==> src/design/acc_consts.svh <==
// register offsets, field positions, reset values and timing constants of the adc setup block
`ifndef ACC_CONSTS_SVH
`define ACC_CONSTS_SVH
`define ACC_IDX_CONTROL 8'h00
`define ACC_IDX_DATA1 8'h01
`define ACC_IDX_C1A 8'h02
`define ACC_IDX_C1B 8'h03
`define ACC_IDX_DATA2 8'h04
`define ACC_IDX_C2A 8'h05
`define ACC_IDX_C2B 8'h06
`define ACC_IDX_DATAT 8'h07
`define ACC_IDX_TA 8'h08
`define ACC_IDX_TB 8'h09
`define ACC_IDX_STATUS 8'h0A
`define ACC_MASK_A 16'hFF7F
`define ACC_MASK_B 16'h0073
`define ACC_MASK_TB 16'h0070
`define ACC_MASK_CTRL 16'h0F07
`define ACC_RST_A 16'h0000
`define ACC_RST_B 16'h0070
`define ACC_RST_CTRL 16'h0000
`define ACC_GAIN_MSB 15
`define ACC_GAIN_LSB 11
`define ACC_CLK_MSB 10
`define ACC_CLK_LSB 8
`define ACC_RES_MSB 6
`define ACC_RES_LSB 4
`define ACC_SIGN_BIT 3
`define ACC_MAG_MSB 2
`define ACC_BIAS_MSB 6
`define ACC_BIAS_LSB 4
`define ACC_REF_MSB 1
`define ACC_SE_MSB 11
`define ACC_SE_LSB 8
`define ACC_START1_BIT 2
`define ACC_START2_BIT 1
`define ACCT_START_BIT 0
`define ACC_BASE_DIV 4
`define ACC_SYS_CLK_HZ 100000000
`define ACC_CONV_REF_HZ 4000000
`define ACC_PRE_DIV (`ACC_SYS_CLK_HZ / `ACC_CONV_REF_HZ)
`define ACC_GAIN_FORCED 5'h1F
`define ACC_LEN_RES0 16'h0100
`define ACC_LEN_RES1 16'h0140
`define ACC_LEN_RES2 16'h0200
`define ACC_LEN_RES3 16'h0280
`define ACC_LEN_RES4 16'h0320
`define ACC_LEN_RES5 16'h0500
`define ACC_LEN_RES6 16'h0800
`endif

==> src/design/acc_pkg.sv <==
// types shared by the adc setup block
package acc_pkg;
  typedef enum logic [3:0] {
    ACC_SE_DIFF = 4'h0, ACC_SE_BANDGAP = 4'h1, ACC_SE_SMALL = 4'h2, ACC_SE_LARGE = 4'h3,
    ACC_SE_SUPPLY = 4'h4, ACC_SE_GROUND = 4'h5, ACC_SE_DAC_SMALL = 4'h6,
    ACC_SE_DAC_LARGE = 4'h7, ACC_SE_POS = 4'h8, ACC_SE_NEG = 4'h9
  } acc_se_t;
  typedef enum logic [3:0] {
    ACC_NODE_NONE = 4'h0, ACC_NODE_POS_PIN = 4'h1, ACC_NODE_NEG_PIN = 4'h2,
    ACC_NODE_SMALL_AMP = 4'h3, ACC_NODE_LARGE_AMP = 4'h4, ACC_NODE_BANDGAP = 4'h5,
    ACC_NODE_SUPPLY = 4'h6, ACC_NODE_GROUND = 4'h7, ACC_NODE_DAC_SMALL = 4'h8,
    ACC_NODE_DAC_LARGE = 4'h9
  } acc_node_t;
  typedef enum logic [1:0] {
    ACC_REF_SUPPLY = 2'h0, ACC_REF_EXT2X = 2'h1, ACC_REF_BG4X = 2'h2
  } acc_ref_t;
  typedef enum logic [1:0] {
    ACC_CH_NONE = 2'h0, ACC_CH_ONE = 2'h1, ACC_CH_TWO = 2'h2, ACC_CH_TEMP = 2'h3
  } acc_ch_t;
  // settings presented to the analog converter for the running conversion
  typedef struct packed {
    acc_ch_t channel;
    acc_node_t plus_node;
    logic minus_is_ground;
    logic [4:0] amp_gain_code;
    logic gain_forced;
    logic [2:0] resolution_code;
    logic [3:0] res_bits;
    logic coarse_offset_sign;
    logic [2:0] coarse_offset_magnitude;
    logic [2:0] bias_level_code;
    acc_ref_t reference_select;
  } acc_analog_t;
  typedef struct packed {
    logic psel;
    logic penable;
    logic pwrite;
    logic [31:0] paddr;
    logic [31:0] pwdata;
  } acc_apb_req_t;
endpackage

==> src/design/acc_ctrl.sv <==
// adc channel setup registers, source decode, conversion clock and sequencing
`timescale 1ns/1ns
`include "acc_consts.svh"
module acc_ctrl
  import acc_pkg::*;
(
  input wire logic clk_sys,
  input wire logic sys_rst,
  input wire logic psel,
  input wire logic penable,
  input wire logic pwrite,
  input wire logic [31:0] paddr,
  input wire logic [31:0] pwdata,
  output logic [31:0] prdata,
  output logic pready,
  output logic pslverr,
  input wire logic [15:0] conv_result,
  output logic conv_clk,
  output logic conv_busy,
  output logic cpu_halt,
  output acc_analog_t analog_cfg
);
  logic [15:0] c1a_r, c1b_r, c2a_r, c2b_r, ta_r, tb_r, ctrl_r;
  logic [15:0] data1_r, data2_r, datat_r;
  logic [31:0] prdata_r;
  logic pready_r, pslverr_r, conv_clk_r, busy_r;
  acc_analog_t cfg_r, cfg_nxt;
  logic [15:0] sel_a, sel_b;
  logic [15:0] conv_cnt_r, conv_len;
  logic [11:0] div_cnt_r;
  logic [11:0] half_end;
  logic [8:0] pre_cnt_r;
  logic tick;
  logic [7:0] idx;
  logic access, wr_ok, addr_ok, done, start_wr;
  logic gain_bad_r;
  acc_ch_t ch_r, ch_nxt;
  typedef enum {ACC_IDLE, ACC_RUN} acc_state_t;
  acc_state_t state_r;

  assign idx = paddr[9:2];
  assign access = psel && penable && !pready_r;
  always_comb begin
    addr_ok = 1'b0;
    if (paddr[31:10] != 22'h0 || paddr[1:0] != 2'h0) begin
      addr_ok = 1'b0;
    end else if (idx <= `ACC_IDX_STATUS) begin
      addr_ok = 1'b1;
    end
  end
  // writes during a conversion are refused so settings cannot change mid-run
  assign wr_ok = access && pwrite && addr_ok && !busy_r;
  assign start_wr = wr_ok && idx == `ACC_IDX_CONTROL
    && (pwdata[2:0] != 3'h0);

  // one-wait apb slave; data and ready both from flops
  always_ff @(posedge clk_sys or posedge sys_rst) begin
    if (sys_rst) begin
      pready_r <= 1'b0;
      pslverr_r <= 1'b0;
      prdata_r <= 32'h0;
    end else begin
      pready_r <= access;
      pslverr_r <= access && (!addr_ok || (pwrite && busy_r));
      prdata_r <= 32'h0;
      if (access && !pwrite && addr_ok) begin
        if (idx == `ACC_IDX_CONTROL) begin
          prdata_r <= {16'h0, ctrl_r};
        end else if (idx == `ACC_IDX_DATA1) begin
          prdata_r <= {16'h0, data1_r};
        end else if (idx == `ACC_IDX_C1A) begin
          prdata_r <= {16'h0, c1a_r};
        end else if (idx == `ACC_IDX_C1B) begin
          prdata_r <= {16'h0, c1b_r};
        end else if (idx == `ACC_IDX_DATA2) begin
          prdata_r <= {16'h0, data2_r};
        end else if (idx == `ACC_IDX_C2A) begin
          prdata_r <= {16'h0, c2a_r};
        end else if (idx == `ACC_IDX_C2B) begin
          prdata_r <= {16'h0, c2b_r};
        end else if (idx == `ACC_IDX_DATAT) begin
          prdata_r <= {16'h0, datat_r};
        end else if (idx == `ACC_IDX_TA) begin
          prdata_r <= {16'h0, ta_r};
        end else if (idx == `ACC_IDX_TB) begin
          prdata_r <= {16'h0, tb_r};
        end else begin
          prdata_r <= {30'h0, gain_bad_r, busy_r};
        end
      end
    end
  end

  // setup registers keep only defined bits
  always_ff @(posedge clk_sys or posedge sys_rst) begin
    if (sys_rst) begin
      c1a_r <= `ACC_RST_A;
      c1b_r <= `ACC_RST_B;
      c2a_r <= `ACC_RST_A;
      c2b_r <= `ACC_RST_B;
      ta_r <= `ACC_RST_A;
      tb_r <= `ACC_RST_B;
    end else if (wr_ok) begin
      if (idx == `ACC_IDX_C1A) begin
        c1a_r <= pwdata[15:0] & `ACC_MASK_A;
      end else if (idx == `ACC_IDX_C1B) begin
        c1b_r <= pwdata[15:0] & `ACC_MASK_B;
      end else if (idx == `ACC_IDX_C2A) begin
        c2a_r <= pwdata[15:0] & `ACC_MASK_A;
      end else if (idx == `ACC_IDX_C2B) begin
        c2b_r <= pwdata[15:0] & `ACC_MASK_B;
      end else if (idx == `ACC_IDX_TA) begin
        ta_r <= pwdata[15:0] & `ACC_MASK_A;
      end else if (idx == `ACC_IDX_TB) begin
        tb_r <= pwdata[15:0] & `ACC_MASK_TB;
      end
    end
  end

  // channel 1 has priority over 2, and 2 over temperature
  always_comb begin
    ch_nxt = ACC_CH_NONE;
    if (pwdata[`ACC_START1_BIT]) begin
      ch_nxt = ACC_CH_ONE;
    end else if (pwdata[`ACC_START2_BIT]) begin
      ch_nxt = ACC_CH_TWO;
    end else if (pwdata[`ACCT_START_BIT] && pwdata[`ACC_SE_MSB:`ACC_SE_LSB] == 4'h0) begin
      ch_nxt = ACC_CH_TEMP;
    end
  end

  always_comb begin
    sel_a = ta_r;
    sel_b = tb_r;
    if (ch_r == ACC_CH_ONE) begin
      sel_a = c1a_r;
      sel_b = c1b_r;
    end else if (ch_r == ACC_CH_TWO) begin
      sel_a = c2a_r;
      sel_b = c2b_r;
    end
  end

  // analog setup for the running conversion
  always_comb begin
    cfg_nxt = '0;
    cfg_nxt.channel = ch_r;
    cfg_nxt.minus_is_ground = ctrl_r[`ACC_SE_MSB:`ACC_SE_LSB] != 4'h0;
    cfg_nxt.amp_gain_code = sel_a[`ACC_GAIN_MSB:`ACC_GAIN_LSB];
    cfg_nxt.resolution_code = sel_a[`ACC_RES_MSB:`ACC_RES_LSB];
    cfg_nxt.coarse_offset_sign = sel_a[`ACC_SIGN_BIT];
    cfg_nxt.coarse_offset_magnitude = sel_a[`ACC_MAG_MSB:0];
    cfg_nxt.bias_level_code = sel_b[`ACC_BIAS_MSB:`ACC_BIAS_LSB];
    if (ch_r == ACC_CH_TEMP) begin
      cfg_nxt.reference_select = ACC_REF_SUPPLY;
    end else if (sel_b[`ACC_REF_MSB]) begin
      cfg_nxt.reference_select = ACC_REF_BG4X;
    end else if (sel_b[0]) begin
      cfg_nxt.reference_select = ACC_REF_EXT2X;
    end else begin
      cfg_nxt.reference_select = ACC_REF_SUPPLY;
    end
    case (ctrl_r[`ACC_SE_MSB:`ACC_SE_LSB])
      ACC_SE_DIFF: cfg_nxt.plus_node = (ch_r == ACC_CH_TEMP) ? ACC_NODE_NONE : ACC_NODE_POS_PIN;
      ACC_SE_POS: cfg_nxt.plus_node = ACC_NODE_POS_PIN;
      ACC_SE_NEG: cfg_nxt.plus_node = ACC_NODE_NEG_PIN;
      ACC_SE_SMALL: cfg_nxt.plus_node = ACC_NODE_SMALL_AMP;
      ACC_SE_LARGE: cfg_nxt.plus_node = ACC_NODE_LARGE_AMP;
      ACC_SE_BANDGAP: cfg_nxt.plus_node = ACC_NODE_BANDGAP;
      ACC_SE_SUPPLY: cfg_nxt.plus_node = ACC_NODE_SUPPLY;
      ACC_SE_GROUND: cfg_nxt.plus_node = ACC_NODE_GROUND;
      ACC_SE_DAC_SMALL: cfg_nxt.plus_node = ACC_NODE_DAC_SMALL;
      ACC_SE_DAC_LARGE: cfg_nxt.plus_node = ACC_NODE_DAC_LARGE;
      default: cfg_nxt.plus_node = ACC_NODE_NONE;
    endcase
    // the reduced gain is forced for these source codes, whatever the gain field holds
    if (ctrl_r[`ACC_SE_MSB:`ACC_SE_LSB] >= 4'h4 && ctrl_r[`ACC_SE_MSB:`ACC_SE_LSB] <= 4'h7) begin
      cfg_nxt.gain_forced = 1'b1;
      cfg_nxt.amp_gain_code = `ACC_GAIN_FORCED;
    end
    case (sel_a[`ACC_RES_MSB:`ACC_RES_LSB])
      3'h0: cfg_nxt.res_bits = 4'h9;
      3'h1: cfg_nxt.res_bits = 4'hA;
      3'h2: cfg_nxt.res_bits = 4'hC;
      3'h3: cfg_nxt.res_bits = 4'hD;
      3'h4: cfg_nxt.res_bits = 4'hE;
      3'h5: cfg_nxt.res_bits = 4'hF;
      default: cfg_nxt.res_bits = 4'h0;
    endcase
    case (sel_a[`ACC_RES_MSB:`ACC_RES_LSB])
      3'h0: conv_len = `ACC_LEN_RES0;
      3'h1: conv_len = `ACC_LEN_RES1;
      3'h2: conv_len = `ACC_LEN_RES2;
      3'h3: conv_len = `ACC_LEN_RES3;
      3'h4: conv_len = `ACC_LEN_RES4;
      3'h5: conv_len = `ACC_LEN_RES5;
      default: conv_len = `ACC_LEN_RES6;
    endcase
  end

  // 4 MHz reference tick from the system clock, then divide by 4 << code
  assign tick = pre_cnt_r == 9'(`ACC_PRE_DIV - 1);
  assign half_end = 12'((`ACC_BASE_DIV / 2) << sel_a[`ACC_CLK_MSB:`ACC_CLK_LSB]) - 12'h1;
  always_ff @(posedge clk_sys or posedge sys_rst) begin
    if (sys_rst) begin
      pre_cnt_r <= 9'h0;
      div_cnt_r <= 12'h0;
      conv_clk_r <= 1'b0;
    end else begin
      pre_cnt_r <= tick ? 9'h0 : pre_cnt_r + 9'h1;
      if (state_r != ACC_RUN) begin
        div_cnt_r <= 12'h0;
        conv_clk_r <= 1'b0;
      end else if (tick) begin
        // half period in reference ticks is 2 << code
        if (div_cnt_r == half_end) begin
          div_cnt_r <= 12'h0;
          conv_clk_r <= !conv_clk_r;
        end else begin
          div_cnt_r <= div_cnt_r + 12'h1;
        end
      end
    end
  end

  assign done = state_r == ACC_RUN && conv_cnt_r == conv_len;
  // sequencing: start bits stay set while running and clear on completion
  always_ff @(posedge clk_sys or posedge sys_rst) begin
    if (sys_rst) begin
      state_r <= ACC_IDLE;
      ctrl_r <= `ACC_RST_CTRL;
      ch_r <= ACC_CH_NONE;
      busy_r <= 1'b0;
      conv_cnt_r <= 16'h0;
      cfg_r <= '0;
    end else begin
      cfg_r <= cfg_nxt;
      case (state_r)
        ACC_IDLE: begin
          conv_cnt_r <= 16'h0;
          if (wr_ok && idx == `ACC_IDX_CONTROL) begin
            ctrl_r <= pwdata[15:0] & `ACC_MASK_CTRL;
          end
          if (start_wr && ch_nxt != ACC_CH_NONE) begin
            ch_r <= ch_nxt;
            busy_r <= 1'b1;
            state_r <= ACC_RUN;
          end
        end
        ACC_RUN: begin
          if (tick && div_cnt_r == 12'h0 && conv_clk_r) begin
            conv_cnt_r <= conv_cnt_r + 16'h1;
          end
          if (done) begin
            ctrl_r[2:0] <= 3'h0;
            busy_r <= 1'b0;
            ch_r <= ACC_CH_NONE;
            state_r <= ACC_IDLE;
          end
        end
        default: state_r <= ACC_IDLE;
      endcase
    end
  end

  // result store and gain code check
  always_ff @(posedge clk_sys or posedge sys_rst) begin
    if (sys_rst) begin
      data1_r <= 16'h0;
      data2_r <= 16'h0;
      datat_r <= 16'h0;
      gain_bad_r <= 1'b0;
    end else begin
      if (done && ch_r == ACC_CH_ONE) begin
        data1_r <= conv_result;
      end else if (done && ch_r == ACC_CH_TWO) begin
        data2_r <= conv_result;
      end else if (done && ch_r == ACC_CH_TEMP) begin
        datat_r <= conv_result;
      end
      // above code 8 only the even codes of the gain table exist, except 0x12, 0x16 and 0x1A
      gain_bad_r <= sel_a[`ACC_GAIN_MSB:`ACC_GAIN_LSB] > 5'h08
        && (sel_a[`ACC_GAIN_LSB] || sel_a[`ACC_GAIN_MSB:`ACC_GAIN_LSB] == 5'h12
        || sel_a[`ACC_GAIN_MSB:`ACC_GAIN_LSB] == 5'h16
        || sel_a[`ACC_GAIN_MSB:`ACC_GAIN_LSB] == 5'h1A);
    end
  end

  assign prdata = prdata_r;
  assign pready = pready_r;
  assign pslverr = pslverr_r;
  assign conv_clk = conv_clk_r;
  assign conv_busy = busy_r;
  assign cpu_halt = busy_r;
  assign analog_cfg = cfg_r;
endmodule

==> config.mk <==
export PLATFORM = sky130hd
export DESIGN_NAME = acc_ctrl
export DESIGN_NICKNAME = d
export VERILOG_FILES = /design/src/design/acc_pkg.sv /design/src/design/acc_ctrl.sv
export VERILOG_INCLUDE_DIRS = /design/src /design/src/design
export SDC_FILE = /design/constraint.sdc
export NUM_CORES = 1
export LEC_CHECK = 0
export BUFFER_PORTS_ARGS = -buffer_cell sky130_fd_sc_hd__buf_4
export CAP_MARGIN = 20
export CORE_ASPECT_RATIO = 0.5
export CORE_MARGIN = 4
export CORE_UTILIZATION = 35
export DETAILED_ROUTE_END_ITERATION = 16
export SYNTH_ARGS = -nofsm -noshare
export SYNTH_HDL_FRONTEND = slang
export SYNTH_SLANG_ARGS = --single-unit
export TNS_END_PERCENT = 10
==> constraint.sdc <==
create_clock -name clk_sys -period 5.9 [get_ports clk_sys]
set_input_delay 0.59 -clock clk_sys [delete_from_list [all_inputs] [get_ports clk_sys]]
set_output_delay 0.59 -clock clk_sys [all_outputs]
set_load 0.005 [all_outputs]
After elaboration in Yosys (flattened, before gate mapping) --
Cells that the tools add are included.
Storage, ports and cells: flip-flop bits (word level) 250, output and inout bits 66
Cells by class: add/subtract/negate cells 4, $lt $le $gt $ge 4, equality and inequality tests 39, shifts and indexed selects 1, muxes and demuxes 49, bitwise gates (word level) 7, reductions and logical operators 59
Operator list (count):
- $mux W16 | 12
- $mux W32 | 3
- $pmux W12 S6 | 1
- $pmux W32 S2 | 1
- $pmux W4 S10 | 1
- $mux W12 | 3
- $eq A32 B1 Y1 const B | 1
- $eq A32 B2 Y1 const B | 1
- $eq A8 B3 Y1 const B | 4
- $logic_not A32 Y1 | 1
- $ne A32 B2 Y1 const B | 1
- $pmux W16 S2 | 1
- $pmux W4 S6 | 1
- $reduce_bool A22 Y1 | 1
- $logic_and A1 B1 Y1 | 21
- $mux W7 | 3
- $add A16 B1 Y16 const B | 1
- $eq A16 B16 Y1 | 1
- $eq A4 B3 Y1 const B | 4
- $eq A8 B2 Y1 const B | 2
- $eq A8 B4 Y1 const B | 2
- $eq A5 B5 Y1 const B | 3
- $mux W2 | 7
- $add A12 B1 Y12 const B | 1
- other kinds (42) | 86

Longest topological paths before layout --
Gate-level depths: netlist (run 1).
word-level depth 12, mapped depth 14, gate-level depth less buffers 11

Worst setup path before layout (run 1) --
Ideal clock, no wire load.
path type reg2reg, from reg ch_r[1], to reg datat_r[0], setup time 0.125 ns, arrival time 3.304 ns, data required time 5.775 ns, path slack 2.471 ns, stages on the path, launching flop included 14, buffers on the path 3, period minus slack after synthesis 3.429 ns, path through dfrtp_1 -> buf_6 -> or3b_2 -> o221a_2 -> ha_1 -> clkbuf_1 -> o21bai_1 -> xnor2_1 -> nor3_1 -> o2111ai_1 -> a2111oi_4 -> nand3_4 -> buf_6 -> mux2_4
RTL lines:
- start: declaration | line acc_ctrl.sv:37 | acc_ch_t ch_r, ch_nxt;
- start signal: assignment | line acc_ctrl.sv:245 | ch_r <= ch_nxt;
- end signal: assignment | line acc_ctrl.sv:279 | datat_r <= conv_result;
- end: declaration | line acc_ctrl.sv:24 | logic [15:0] data1_r, data2_r, datat_r;

Worst setup path after layout (run 1) --
from reg ch_r[1], to reg conv_clk_r (netlist: conv_clk)
Between the ends: word-level cells in the longest chain between the ends 8, elaborated cells between the ends (all ways) 9
Ends and longest elaborated chain:
- $eq A2 B2 Y1 | line acc_ctrl.sv:138 | end else if (ch_r == ACC_CH_TWO) begin
- $mux W16 | line acc_ctrl.sv:138
- $mux W16 * | line acc_ctrl.sv:135 | if (ch_r == ACC_CH_ONE) begin
- $shl A2 B3 Y12 * | line acc_ctrl.sv:203 | assign half_end = 12'((`ACC_BASE_DIV / 2) << sel_a[`ACC_CLK_MSB:`ACC_CLK_LSB]) - 12'h1;
- $sub A12 B1 Y12 * | line acc_ctrl.sv:203
- $eq A12 B12 Y1 * | line acc_ctrl.sv:216 | if (div_cnt_r == half_end) begin
- $reduce_bool A2 Y1 (no line) *
- $reduce_and A2 Y1 (no line) *
- end signal: assignment | line acc_ctrl.sv:218 | conv_clk_r <= !conv_clk_r;
- end: declaration | line acc_ctrl.sv:26 | logic pready_r, pslverr_r, conv_clk_r, busy_r;
Every way passes the cells marked *; elsewhere a longest branch is shown, timed or not. A chain may end at the register's enable or synchronous reset.

==> implementation parameters, run 1 <==
Parameter                              Value

Job
  Number of maximum-capacitance constraint violations    0

Setup path
  Data required time of the critical path    6.32 ns
  Critical path cell sequence    buf_4 -> nand2b_4 -> o221ai_1 -> nand3_1 -> ha_1 -> xor2_1 -> nand2_1 -> or4_1 -> nand3_1 -> o311ai_1 -> buf_4 -> or4_1 -> a21oi_1
  Buffers and inverters on the worst path    2
  Cell with the largest stage delay on the worst path    sky130_fd_sc_hd__o221ai_1
  Startpoint kind of the worst setup timing path    flop
  Arrival @ worst endpoint    4.78 ns
  Largest driver fanout on the critical path    18
  Family with the most delay on the worst path    simple AND/OR/NAND/NOR gates
  Crit Path Class    reg -> reg
  Highest cell delay on the worst timing path    0.92 ns
  Element type at the critical path end    flop

Power
  Peak supply drop    178 uV
  P per Cell Area    249 nW/um^2
  Leak    5.65 nW

STA
  Fin. max-slew vios    0
  Worst Tran Pin Value    1.13 ns
  Setup repair after global routing missed its margin    false
  Final worst path period share    73.9%
  Max-slew headroom    24.4%
  Setup violators final    0
  Highest attainable clock frequency    0.229 GHz
  Worst-case hold slack    0.315 ns
  Setup TNS    0 ns
  Number of failing hold endpoints at the final stage    0
  Final worst path period need    4.36 ns
  Setup clock skew after layout    0.0274 ns

Clocking
  Depth of the CTS H-tree    1
  CTS tree    done
  Post-cts repair resize count    0
  Clock root cell    sky130_fd_sc_hd__clkbuf_16
  Number of hold buffers added after CTS    0
  Total setup buffers inserted after CTS    0
  Worst skew pair latency    0.51 ns
  Number of CTS-inserted buffers    21
  Sink count of the clock tree    202
  Clock edge transition at the registers on the reported setup and hold paths    0.07 ns
  Number of buffers on the longest clock path    3

Drt
  Routed Antenna Nets    0
  Iteration-0 DRC count of the detailed router    665
  Ratio of routed vias to standard cells    5.39
  Pre-Repair DR Iteration Count    5
  Via count    7559
  Routed wire length    27000 um
  Remaining design rule violation count    0
  Average wire length per cell after detail routing    19.2 um

Synthesis
  Synth unique cells    75
  Top-count cell post-synth    sky130_fd_sc_hd__dfrtp_1
  Synth warn    0
  Synthesized area    9990 um^2
  Top flip-flop cell by instance count after synthesis    sky130_fd_sc_hd__dfrtp_1
  Leading area contributor after synthesis    sky130_fd_sc_hd__dfrtp_1
  Post-synth EDFFs    0
  Fraction of registers with async set or reset after synthesis    100%
  Commonest cells in the synthesized netlist    sky130_fd_sc_hd__dfrtp_1 (193), sky130_fd_sc_hd__nor2_1 (78), sky130_fd_sc_hd__mux2_2 (77), sky130_fd_sc_hd__nand2_1 (61), sky130_fd_sc_hd__clkbuf_1 (38)
  Avg Inst Size Synth    11.1 um^2
  Yosys top cell area share    48.3%
  Share of synthesized area occupied by flip-flops and latches    50.7%
  Seq cells post-synth    202
  Dominant cells by area after synthesis    sky130_fd_sc_hd__dfrtp_1 (48%), sky130_fd_sc_hd__mux2_2 (8.7%), sky130_fd_sc_hd__mux2_4 (4.5%)
  Number of instances in the synthesized netlist    902

Final layout
  # nets final    1103
  Register cell area after layout    5070 um^2
  Area added between synthesis and finish    19.3%
  Ratio of cells with drive above 1 in the final layout    30.1%
  Final-layout fill cell count    2617
  Final standard cell count with taps included and fillers excluded    1403
  Area used by multi-input combinational logic    4550 um^2

Die
  Starting utilization of the core area    35.8%
  Site Rows    43
  Vert. Die Dim    127 um
  Die Footprint    31500 um^2
  Placeable core region    27900 um^2
  Width of the chip    247 um
  Ports    151

Global route
  Global-route wire length before repair    43100 um
  Global route overflow    0
  Overall track demand over capacity in global routing    17.0%
  Number of global-route vias before repair    7583
  Number of antenna violations at the first check in global routing    1
  Pin count of the biggest net entering global routing    203

Place
  Total placed cells including tap cells    1366
  HPWL after DPL    18500 um
  GP Congestion    0.875
  Number of input and output port buffers inserted    117

Hold path
  Path type of the worst min-delay path    in -> reg

Run status
  Outcome    finished, final reports clean
-- worst paths after layout --
kind,start,to,slack [ns],depth (start not counted)
min,pwdata[1],c1b_r[1],0.31,2
max in group asynchronous,sys_rst,c2a_r[15],4.70,3
max reg2reg,ch_r[1],conv_clk,1.54,13
min reg2reg,pre_cnt_r[8],pre_cnt_r[8],0.47,1
max,ch_r[1],conv_clk,1.54,13
min in group asynchronous,sys_rst,pre_cnt_r[1],0.42,3
-- metal layers --
| metal | share of wire [%] | vias to the layer above | GRT usage [%] | routed length, um |
|---|---|---|---|---|
| met5 | 0.048 | - | 0 | 13 |
| met2 | 48 | 252 | 28.0 | 12900 |
| li1 | - | 3478 | - | - |
| met4 | 2.5 | 2 | 4.83 | 681 |
| met1 | 44 | 3776 | 23.5 | 11800 |
| met3 | 5.9 | 51 | 2.71 | 1580 |
-- area by class of cell --
class                           count  share of cell area [%]
Antenna cell                        1                  0.0210
Clock buffer                       24                    4.67
Clock inverter                     12                    1.48
Inverter                           24                   0.808
Multi-Input combinational cell    627                    38.1
Sequential cell                   202                    42.5
Tap cell                          382                    4.01
Timing Repair Buffer              131                    8.36
-- per-stage QoR --
| stage | power, mW | setup WS, ns | utilization, % | instance area, um^2 |
|---|---|---|---|---|
| after CTS | 3.00 | 1.59 | 42.7 | 11900 |
| final | 2.97 | 1.54 | 42.7 | 11900 |
| after global placement | 1.57 | 1.69 | 40.1 | 11200 |
| after global routing | 3.08 | 1.23 | 42.7 | 11900 |
| after floorplan | 1.51 | 2.47 | - | 10100 |
| after detailed placement | 1.58 | 1.64 | 40.1 | 11200 |
-- cell families (layout without fill, tap and decap cells) --
group	Yosys count	after routing	share of synthesized area (%)
buf+inv	88	191	4.42
fa+ha+maj	11	11	1.38
xor+xnor	30	30	2.82
compound gates	177	177	12.2
simple gates	277	277	14.3
mux	116	116	14.1
other cells	1	17	0.0375
flops	202	202	50.7
-- placed cells by master (no fill, tap or decap), drive strengths merged, types with 6 or more instances in the layout --
cell type / count
and3: 19
a21oi: 35
or4: 7
or3: 7
xor2: 16
nor3: 14
xnor2: 14
o21ai: 36
inv: 26
nand2: 63
nand4: 10
conb: 16
ha: 11
mux2: 107
o22ai: 18
nor2b: 6
nand3: 24
nor4: 16
dfrtp: 193
a221oi: 8
nor2: 78
clkbuf: 24
a22oi: 13
a31oi: 13
buf: 131
mux2i: 9
dfstp: 9
nand2b: 9
or3b: 8
-- report_power, final --
part           leakage [nW]  internal, mW  total, mW  switching [mW]
Combinational          2.67        0.0602      0.138          0.0780
Clock                 0.362         0.857       1.41           0.557
Sequential             2.62          1.40       1.41          0.0116
-- registers in the layout (all words and copies together), names as in the netlist, 9 cells and up --
register	flops
prdata	16
pre_cnt_r	9
div_cnt_r	12
c1a_r	15
data2_r	16
conv_cnt_r	16
c2a_r	15
analog_cfg	29
datat_r	16
ta_r	15
data1_r	16
Power figures use the tool's default switching activity.
==> run 2, diff against run 1 <==
==> constraint.sdc (replaced) <==
create_clock -name clk_sys -period 4.5 [get_ports clk_sys]
set_input_delay 0.45 -clock clk_sys [delete_from_list [all_inputs] [get_ports clk_sys]]
set_output_delay 0.45 -clock clk_sys [all_outputs]
set_load 0.005 [all_outputs]
==> implementation parameters, run 2 (same netlist as run 1, synthesis figures left out) <==
Parameter                              Value

Drt
  Routed wire length    27200 um
  Ratio of routed vias to standard cells    5.36
  Average wire length per cell after detail routing    19.1 um
  Routed Antenna Nets    0
  Iteration-0 DRC count of the detailed router    722
  Via count    7600
  Pre-Repair DR Iteration Count    5
  Remaining design rule violation count    0

Final layout
  # nets final    1119
  Antenna Diode Count    0
  Commonest non-fill, non-tap cell in the layout    sky130_fd_sc_hd__dfrtp_1
  Number of flip-flops in the largest register    29
  Ratio of cells with drive above 1 in the final layout    30.7%
  Leading cell types in the layout, fill and taps excluded    sky130_fd_sc_hd__dfrtp_1 (193), sky130_fd_sc_hd__buf_4 (143), sky130_fd_sc_hd__nor2_1 (78)
  Area added between synthesis and finish    19.9%

Job
  Number of maximum-capacitance constraint violations    0

Power
  Leak    5.69 nW
  Post-layout total power    3.71 mW
  Internal power    2.89 mW
  Peak supply drop    235 uV
  Switching share of total power    22.1%
  Net switching power of the design    0.822 mW
  Power share of the combinational group    5.0%
  Fraction of power consumed by the clock network    45.1%
  Power share of the sequential group    50.0%
  P per Cell Area    310 nW/um^2

Clocking
  Number of CTS-inserted buffers    21
  Total setup buffers inserted after CTS    0
  Clock edge transition at the registers on the reported setup and hold paths    0.07 ns
  Depth of the CTS H-tree    1
  Sink count of the clock tree    202
  Worst skew pair latency    0.50 ns
  Number of buffers on the longest clock path    3
  Clock root cell    sky130_fd_sc_hd__clkbuf_16
  CTS tree    done

Global route
  Global route overflow    0
  Pin count of the biggest net entering global routing    85
  Overall track demand over capacity in global routing    17.1%
  Global-route wire length before repair    43000 um
  Number of global-route vias before repair    7509
  Number of antenna violations at the first check in global routing    0

Setup path
  Element type at the critical path end    flop
  FF-to-FF path depth    11
  Critical path cell sequence    nand2b_4 -> o221a_2 -> ha_1 -> o21bai_1 -> xnor2_1 -> nor3_1 -> o2111ai_1 -> a2111oi_4 -> buf_12 -> nand3_4 -> mux2_4
  R2R Path End    datat_r[6]
  Startpoint kind of the worst setup timing path    flop
  Data required time of the critical path    4.88 ns
  Cell with the largest stage delay on the worst path    sky130_fd_sc_hd__dfrtp_1
  Arrival @ worst endpoint    4.33 ns
  Crit Path Class    reg -> reg
  Launch instance of the worst register-to-register path    ch_r[1]
  Reg-to-reg setup timing slack    0.55 ns
  Highest cell delay on the worst timing path    0.74 ns
  Largest driver fanout on the critical path    18
  Family with the most delay on the worst path    compound AO/OA/AOI/OAI gates
  Buffers and inverters on the worst path    1

Die
  Site Rows    43
  Starting utilization of the core area    35.8%
  Ports    151
  Width of the chip    247 um
  Die Footprint    31500 um^2
  Placeable core region    27900 um^2
  Vert. Die Dim    127 um

STA
  Worst Tran Pin Value    0.862 ns
  Highest attainable clock frequency    0.253 GHz
  Number of failing hold endpoints at the final stage    0
  Final worst path period share    87.8%
  Final worst path period need    3.95 ns
  Max-slew headroom    42.1%
  Setup violators final    0
  Fin. max-slew vios    0
  Setup clock skew after layout    0.0107 ns
  Setup TNS    0 ns
  Setup repair after global routing missed its margin    false

Hold path
  Worst min-delay path endpoint    data2_r[9]
  Number of stages on the worst hold path    2
  Startpoint of the tightest hold check path    conv_result[9]
  Path type of the worst min-delay path    in -> reg

Run status
  Outcome    finished, final reports clean

Place
  Number of input and output port buffers inserted    117
  GP Congestion    0.885
  HPWL after DPL    19300 um
run 2: power groups by stage:
stage / clock, mW / sequential [mW] / combinational (mW)
after global placement: 0 / 1.89 / 0.180
after global routing: 1.78 / 1.86 / 0.205
after floorplan: 0 / 1.88 / 0.101
after CTS: 1.70 / 1.85 / 0.184
after detailed placement: 0 / 1.89 / 0.183
final: 1.67 / 1.85 / 0.185
run 2: worst max path at each step:
| stage | from | depth (start not counted) | end | slack (ns) |
|---|---|---|---|---|
| 2_1_floorplan | ch_r[1] | 13 | datat_r[0] | 1.07 |
| 3_3_place_gp | ch_r[1] | 11 | datat_r[7] | 0.62 |
| 3_5_place_dp | ch_r[1] | 11 | datat_r[7] | 0.54 |
| 4_1_cts | ch_r[1] | 11 | datat_r[6] | 0.54 |
| 5_1_grt | ch_r[1] | 13 | conv_clk | 0.26 |
| 6_report | ch_r[1] | 11 | datat_r[6] | 0.55 |
run 2: layer usage:
layer / up-vias / global-route usage, % / share of wire, %
li1: 3500 / - / -
met1: 3815 / 23.9 / 44
met2: 238 / 28.2 / 48
met3: 47 / 2.66 / 6.2
met4: 0 / 3.77 / 2.0
met5: - / 0 / 0
run 2: final cells by class:
class	count	area (um^2)
well taps	382	478
clock inverters	7	62.6
flip-flops and latches	202	5070
fillers	2624	15900
multi-input cells	627	4550
inverters	24	96.3
repair buffers	147	1140
clock buffers	30	589
run 2: metrics by stage:
stage / worst slack, ns / cells / cell area, um^2 / utilization [%] / hold slack [ns]
6_report: 0.549 / 1419 / 12000 / 42.9 / 0.197
5_1_grt: 0.263 / 1419 / 12000 / 42.9 / 0.198
4_1_cts: 0.536 / 1417 / 12000 / 42.8 / 0.191
3_5_place_dp: 0.541 / 1380 / 11300 / 40.5 / 0.472
3_3_place_gp: 0.620 / 1380 / 11300 / 40.5 / 0.458
2_1_floorplan: 1.07 / 917 / 10100 / - / 0.374
run 2: what timing repair did:
item	CTS	global route
gates resized for setup	0	0
setup endpoints to repair	0	0
hold buffers	0	1
endpoints found under the hold margin	0	3
run 2: worst reg2reg max path: stages (launching register included):
cell and delay, ns:
sky130_fd_sc_hd__dfrtp_1 0.74, sky130_fd_sc_hd__nand2b_4 0.31, sky130_fd_sc_hd__o221a_2 0.45, sky130_fd_sc_hd__ha_1 0.33, sky130_fd_sc_hd__o21bai_1 0.21, sky130_fd_sc_hd__xnor2_1 0.13, sky130_fd_sc_hd__nor3_1 0.22, sky130_fd_sc_hd__o2111ai_1 0.21
sky130_fd_sc_hd__a2111oi_4 0.30, sky130_fd_sc_hd__buf_12 0.18, sky130_fd_sc_hd__nand3_4 0.32, sky130_fd_sc_hd__mux2_4 0.44
==> run 3, diff against run 2 <==
--- a/config.mk
+++ b/config.mk
@@ -8,9 +8,11 @@
 export LEC_CHECK = 0
 export BUFFER_PORTS_ARGS = -buffer_cell sky130_fd_sc_hd__buf_4
 export CAP_MARGIN = 20
-export CORE_ASPECT_RATIO = 0.5
+export CORE_ASPECT_RATIO = 0.8
 export CORE_MARGIN = 4
 export CORE_UTILIZATION = 35
+export CTS_BUF_LIST = sky130_fd_sc_hd__clkbuf_4
+export CTS_CLUSTER_DIAMETER = 50
 export DETAILED_ROUTE_END_ITERATION = 16
 export SYNTH_ARGS = -nofsm -noshare
 export SYNTH_HDL_FRONTEND = slang
==> implementation parameters, run 3 (same netlist as run 1, synthesis figures left out) <==
Parameter                              Value

STA
  Max-slew headroom    36.9%
  Number of failing hold endpoints at the final stage    11
  Final worst path period need    3.97 ns
  Setup clock skew after layout    0.0532 ns
  Fin. max-slew vios    0
  Setup violators final    0
  Worst Tran Pin Value    0.944 ns
  Setup TNS    0 ns
  Setup repair after global routing missed its margin    false
  Final worst path period share    88.2%
  Worst-case hold slack    -0.0431 ns
  Highest attainable clock frequency    0.252 GHz

Power
  Switching share of total power    23.4%
  Peak supply drop    162 uV
  Internal power    2.83 mW
  Leak    5.81 nW
  Fraction of power consumed by the clock network    44.6%
  Net switching power of the design    0.866 mW
  Power share of the sequential group    50.2%
  P per Cell Area    305 nW/um^2
  Power share of the combinational group    5.2%

Place
  HPWL after DPL    19200 um
  Number of input and output port buffers inserted    117
  GP Congestion    0.877
  Total placed instance area    11300 um^2

Drt
  Average wire length per cell after detail routing    18.9 um
  Remaining design rule violation count    0
  Routed wire length    27800 um
  Routed Antenna Nets    0
  Ratio of routed vias to standard cells    5.28
  Iteration-0 DRC count of the detailed router    594
  Pre-Repair DR Iteration Count    5
  Via count    7779

Job
  Number of maximum-capacitance constraint violations    0

Setup path
  Element type at the critical path end    flop
  Crit Path Class    reg -> reg
  Largest driver fanout on the critical path    16
  Critical path cell sequence    xor2_4 -> o221a_2 -> ha_1 -> xnor2_1 -> nand3_1 -> nor3_1 -> o2111ai_1 -> a2111oi_4 -> buf_4 -> nand3_4 -> mux2_4
  Family with the most delay on the worst path    compound AO/OA/AOI/OAI gates
  Startpoint kind of the worst setup timing path    flop
  Data required time of the critical path    5.04 ns
  Cell with the largest stage delay on the worst path    sky130_fd_sc_hd__dfrtp_1
  Arrival @ worst endpoint    4.51 ns
  Highest cell delay on the worst timing path    0.64 ns
  Buffers and inverters on the worst path    1

Clocking
  Worst skew pair latency    0.69 ns
  Sink count of the clock tree    202
  Clock edge transition at the registers on the reported setup and hold paths    0.08 ns
  Post-cts repair resize count    0
  CTS tree    done
  Depth of the CTS H-tree    2
  Number of buffers on the longest clock path    3
  Clock root cell    sky130_fd_sc_hd__clkbuf_4
  Number of CTS-inserted buffers    51

Final layout
  Ratio of cells with drive above 1 in the final layout    33.3%
  Antenna Diode Count    0
  Area added between synthesis and finish    21.1%
  Leading cell types in the layout, fill and taps excluded    sky130_fd_sc_hd__dfrtp_1 (193), sky130_fd_sc_hd__buf_4 (142), sky130_fd_sc_hd__nor2_1 (78), sky130_fd_sc_hd__clkbuf_4 (78), sky130_fd_sc_hd__mux2_2 (77)
  Number of flip-flops in the largest register    29
  # nets final    1160
  Commonest non-fill, non-tap cell in the layout    sky130_fd_sc_hd__dfrtp_1
  Area of all placed cells without fillers    12100 um^2

Run status
  Violated checks    hold timing
  Outcome    finished, violations left

Global route
  Overall track demand over capacity in global routing    17.5%
  Global route overflow    0
  Number of global-route vias before repair    7698
  Global-route wire length before repair    43800 um
  Number of antenna violations at the first check in global routing    0
  Pin count of the biggest net entering global routing    139

Die
  Starting utilization of the core area    35.4%
  Site Rows    55
  Width of the chip    197 um
  Placeable core region    28200 um^2
  Die Footprint    31300 um^2
  Ports    151
  Vert. Die Dim    159 um

Hold path
  Path type of the worst min-delay path    in -> async
-- run 3: cell types whose count changed in the layout (fill, tap and decap cells not counted), moves of 2 or more --
| cell | previous run | this run |
|---|---|---|
| sky130_fd_sc_hd__clkbuf_8 | 3 | 0 |
| sky130_fd_sc_hd__clkinv_1 | 0 | 10 |
| sky130_fd_sc_hd__clkbuf_16 | 21 | 0 |
| sky130_fd_sc_hd__clkbuf_1 | 6 | 0 |
| sky130_fd_sc_hd__clkinv_2 | 5 | 0 |
| sky130_fd_sc_hd__buf_12 | 3 | 1 |
| sky130_fd_sc_hd__clkbuf_4 | 0 | 78 |
| sky130_fd_sc_hd__dlygate4sd3_1 | 1 | 14 |
-- run 3: final cells by class --
class / instances / area, um^2
Clock inverter: 13 / 105
Timing Repair Buffer: 158 / 1230
Sequential cell: 202 / 5070
Tap cell: 370 / 463
Clock buffer: 78 / 586
Fill cell: 2769 / 16100
Multi-Input combinational cell: 627 / 4550
Inverter: 24 / 96.3
-- run 3: final timing paths --
kind	from	to	slack, ns	cells past startpoint
setup / recovery	ch_r[1]	datat_r[9]	0.53	11
hold / removal	sys_rst	pre_cnt_r[3]	-0.04	3
setup reg to reg	ch_r[1]	datat_r[9]	0.53	11
hold reg to reg	pre_cnt_r[8]	pre_cnt_r[8]	0.47	1
max in group asynchronous	sys_rst	prdata[8]	3.88	3
min in group clk_sys	pwdata[1]	c1b_r[1]	0.04	2
-- run 3: repair_timing --
action / in CTS / in global routing
endpoints found under the hold margin: 33 / 0
buffers inserted: 0 / 0
hold buffers: 14 / 0
-- run 3: per-layer routing --
| layer | GRT usage [%] | up-vias | part of all wire, % |
|---|---|---|---|
| met5 | 0 | - | 0 |
| met4 | 4.91 | 0 | 2.0 |
| met3 | 4.95 | 53 | 8.8 |
| met2 | 24.4 | 342 | 42 |
| met1 | 26.4 | 3751 | 47 |
| li1 | - | 3633 | - |
-- run 3: through the flow --
step           hold slack (ns)  setup slack, ns  cells  utilization (%)  total power [mW]
3_3_place_gp             0.459            0.603   1366             39.9              2.07
4_1_cts                0.00705            0.553   1471             42.9              3.74
2_1_floorplan            0.374             1.07    917                -              1.98
6_report               -0.0431            0.531   1472             42.9              3.69
3_5_place_dp             0.459            0.563   1366             39.9              2.07
5_1_grt                0.00378            0.320   1472             42.9              3.87
-- run 3: worst register-to-register path: stages, from the launching register on --
cell and delay (ns):
sky130_fd_sc_hd__dfrtp_1 0.64, sky130_fd_sc_hd__xor2_4 0.38, sky130_fd_sc_hd__o221a_2 0.44, sky130_fd_sc_hd__ha_1 0.46, sky130_fd_sc_hd__xnor2_1 0.17, sky130_fd_sc_hd__nand3_1 0.09, sky130_fd_sc_hd__nor3_1 0.20, sky130_fd_sc_hd__o2111ai_1 0.20
sky130_fd_sc_hd__a2111oi_4 0.25, sky130_fd_sc_hd__buf_4 0.26, sky130_fd_sc_hd__nand3_4 0.35, sky130_fd_sc_hd__mux2_4 0.41
-- run 3: power groups by stage --
stage	Combinational (mW)	Clock, mW	Sequential, mW
after detailed placement	0.184	0	1.89
after CTS	0.195	1.70	1.85
final	0.192	1.65	1.85
after global routing	0.213	1.81	1.85
after global placement	0.182	0	1.89
after floorplan	0.101	0	1.88
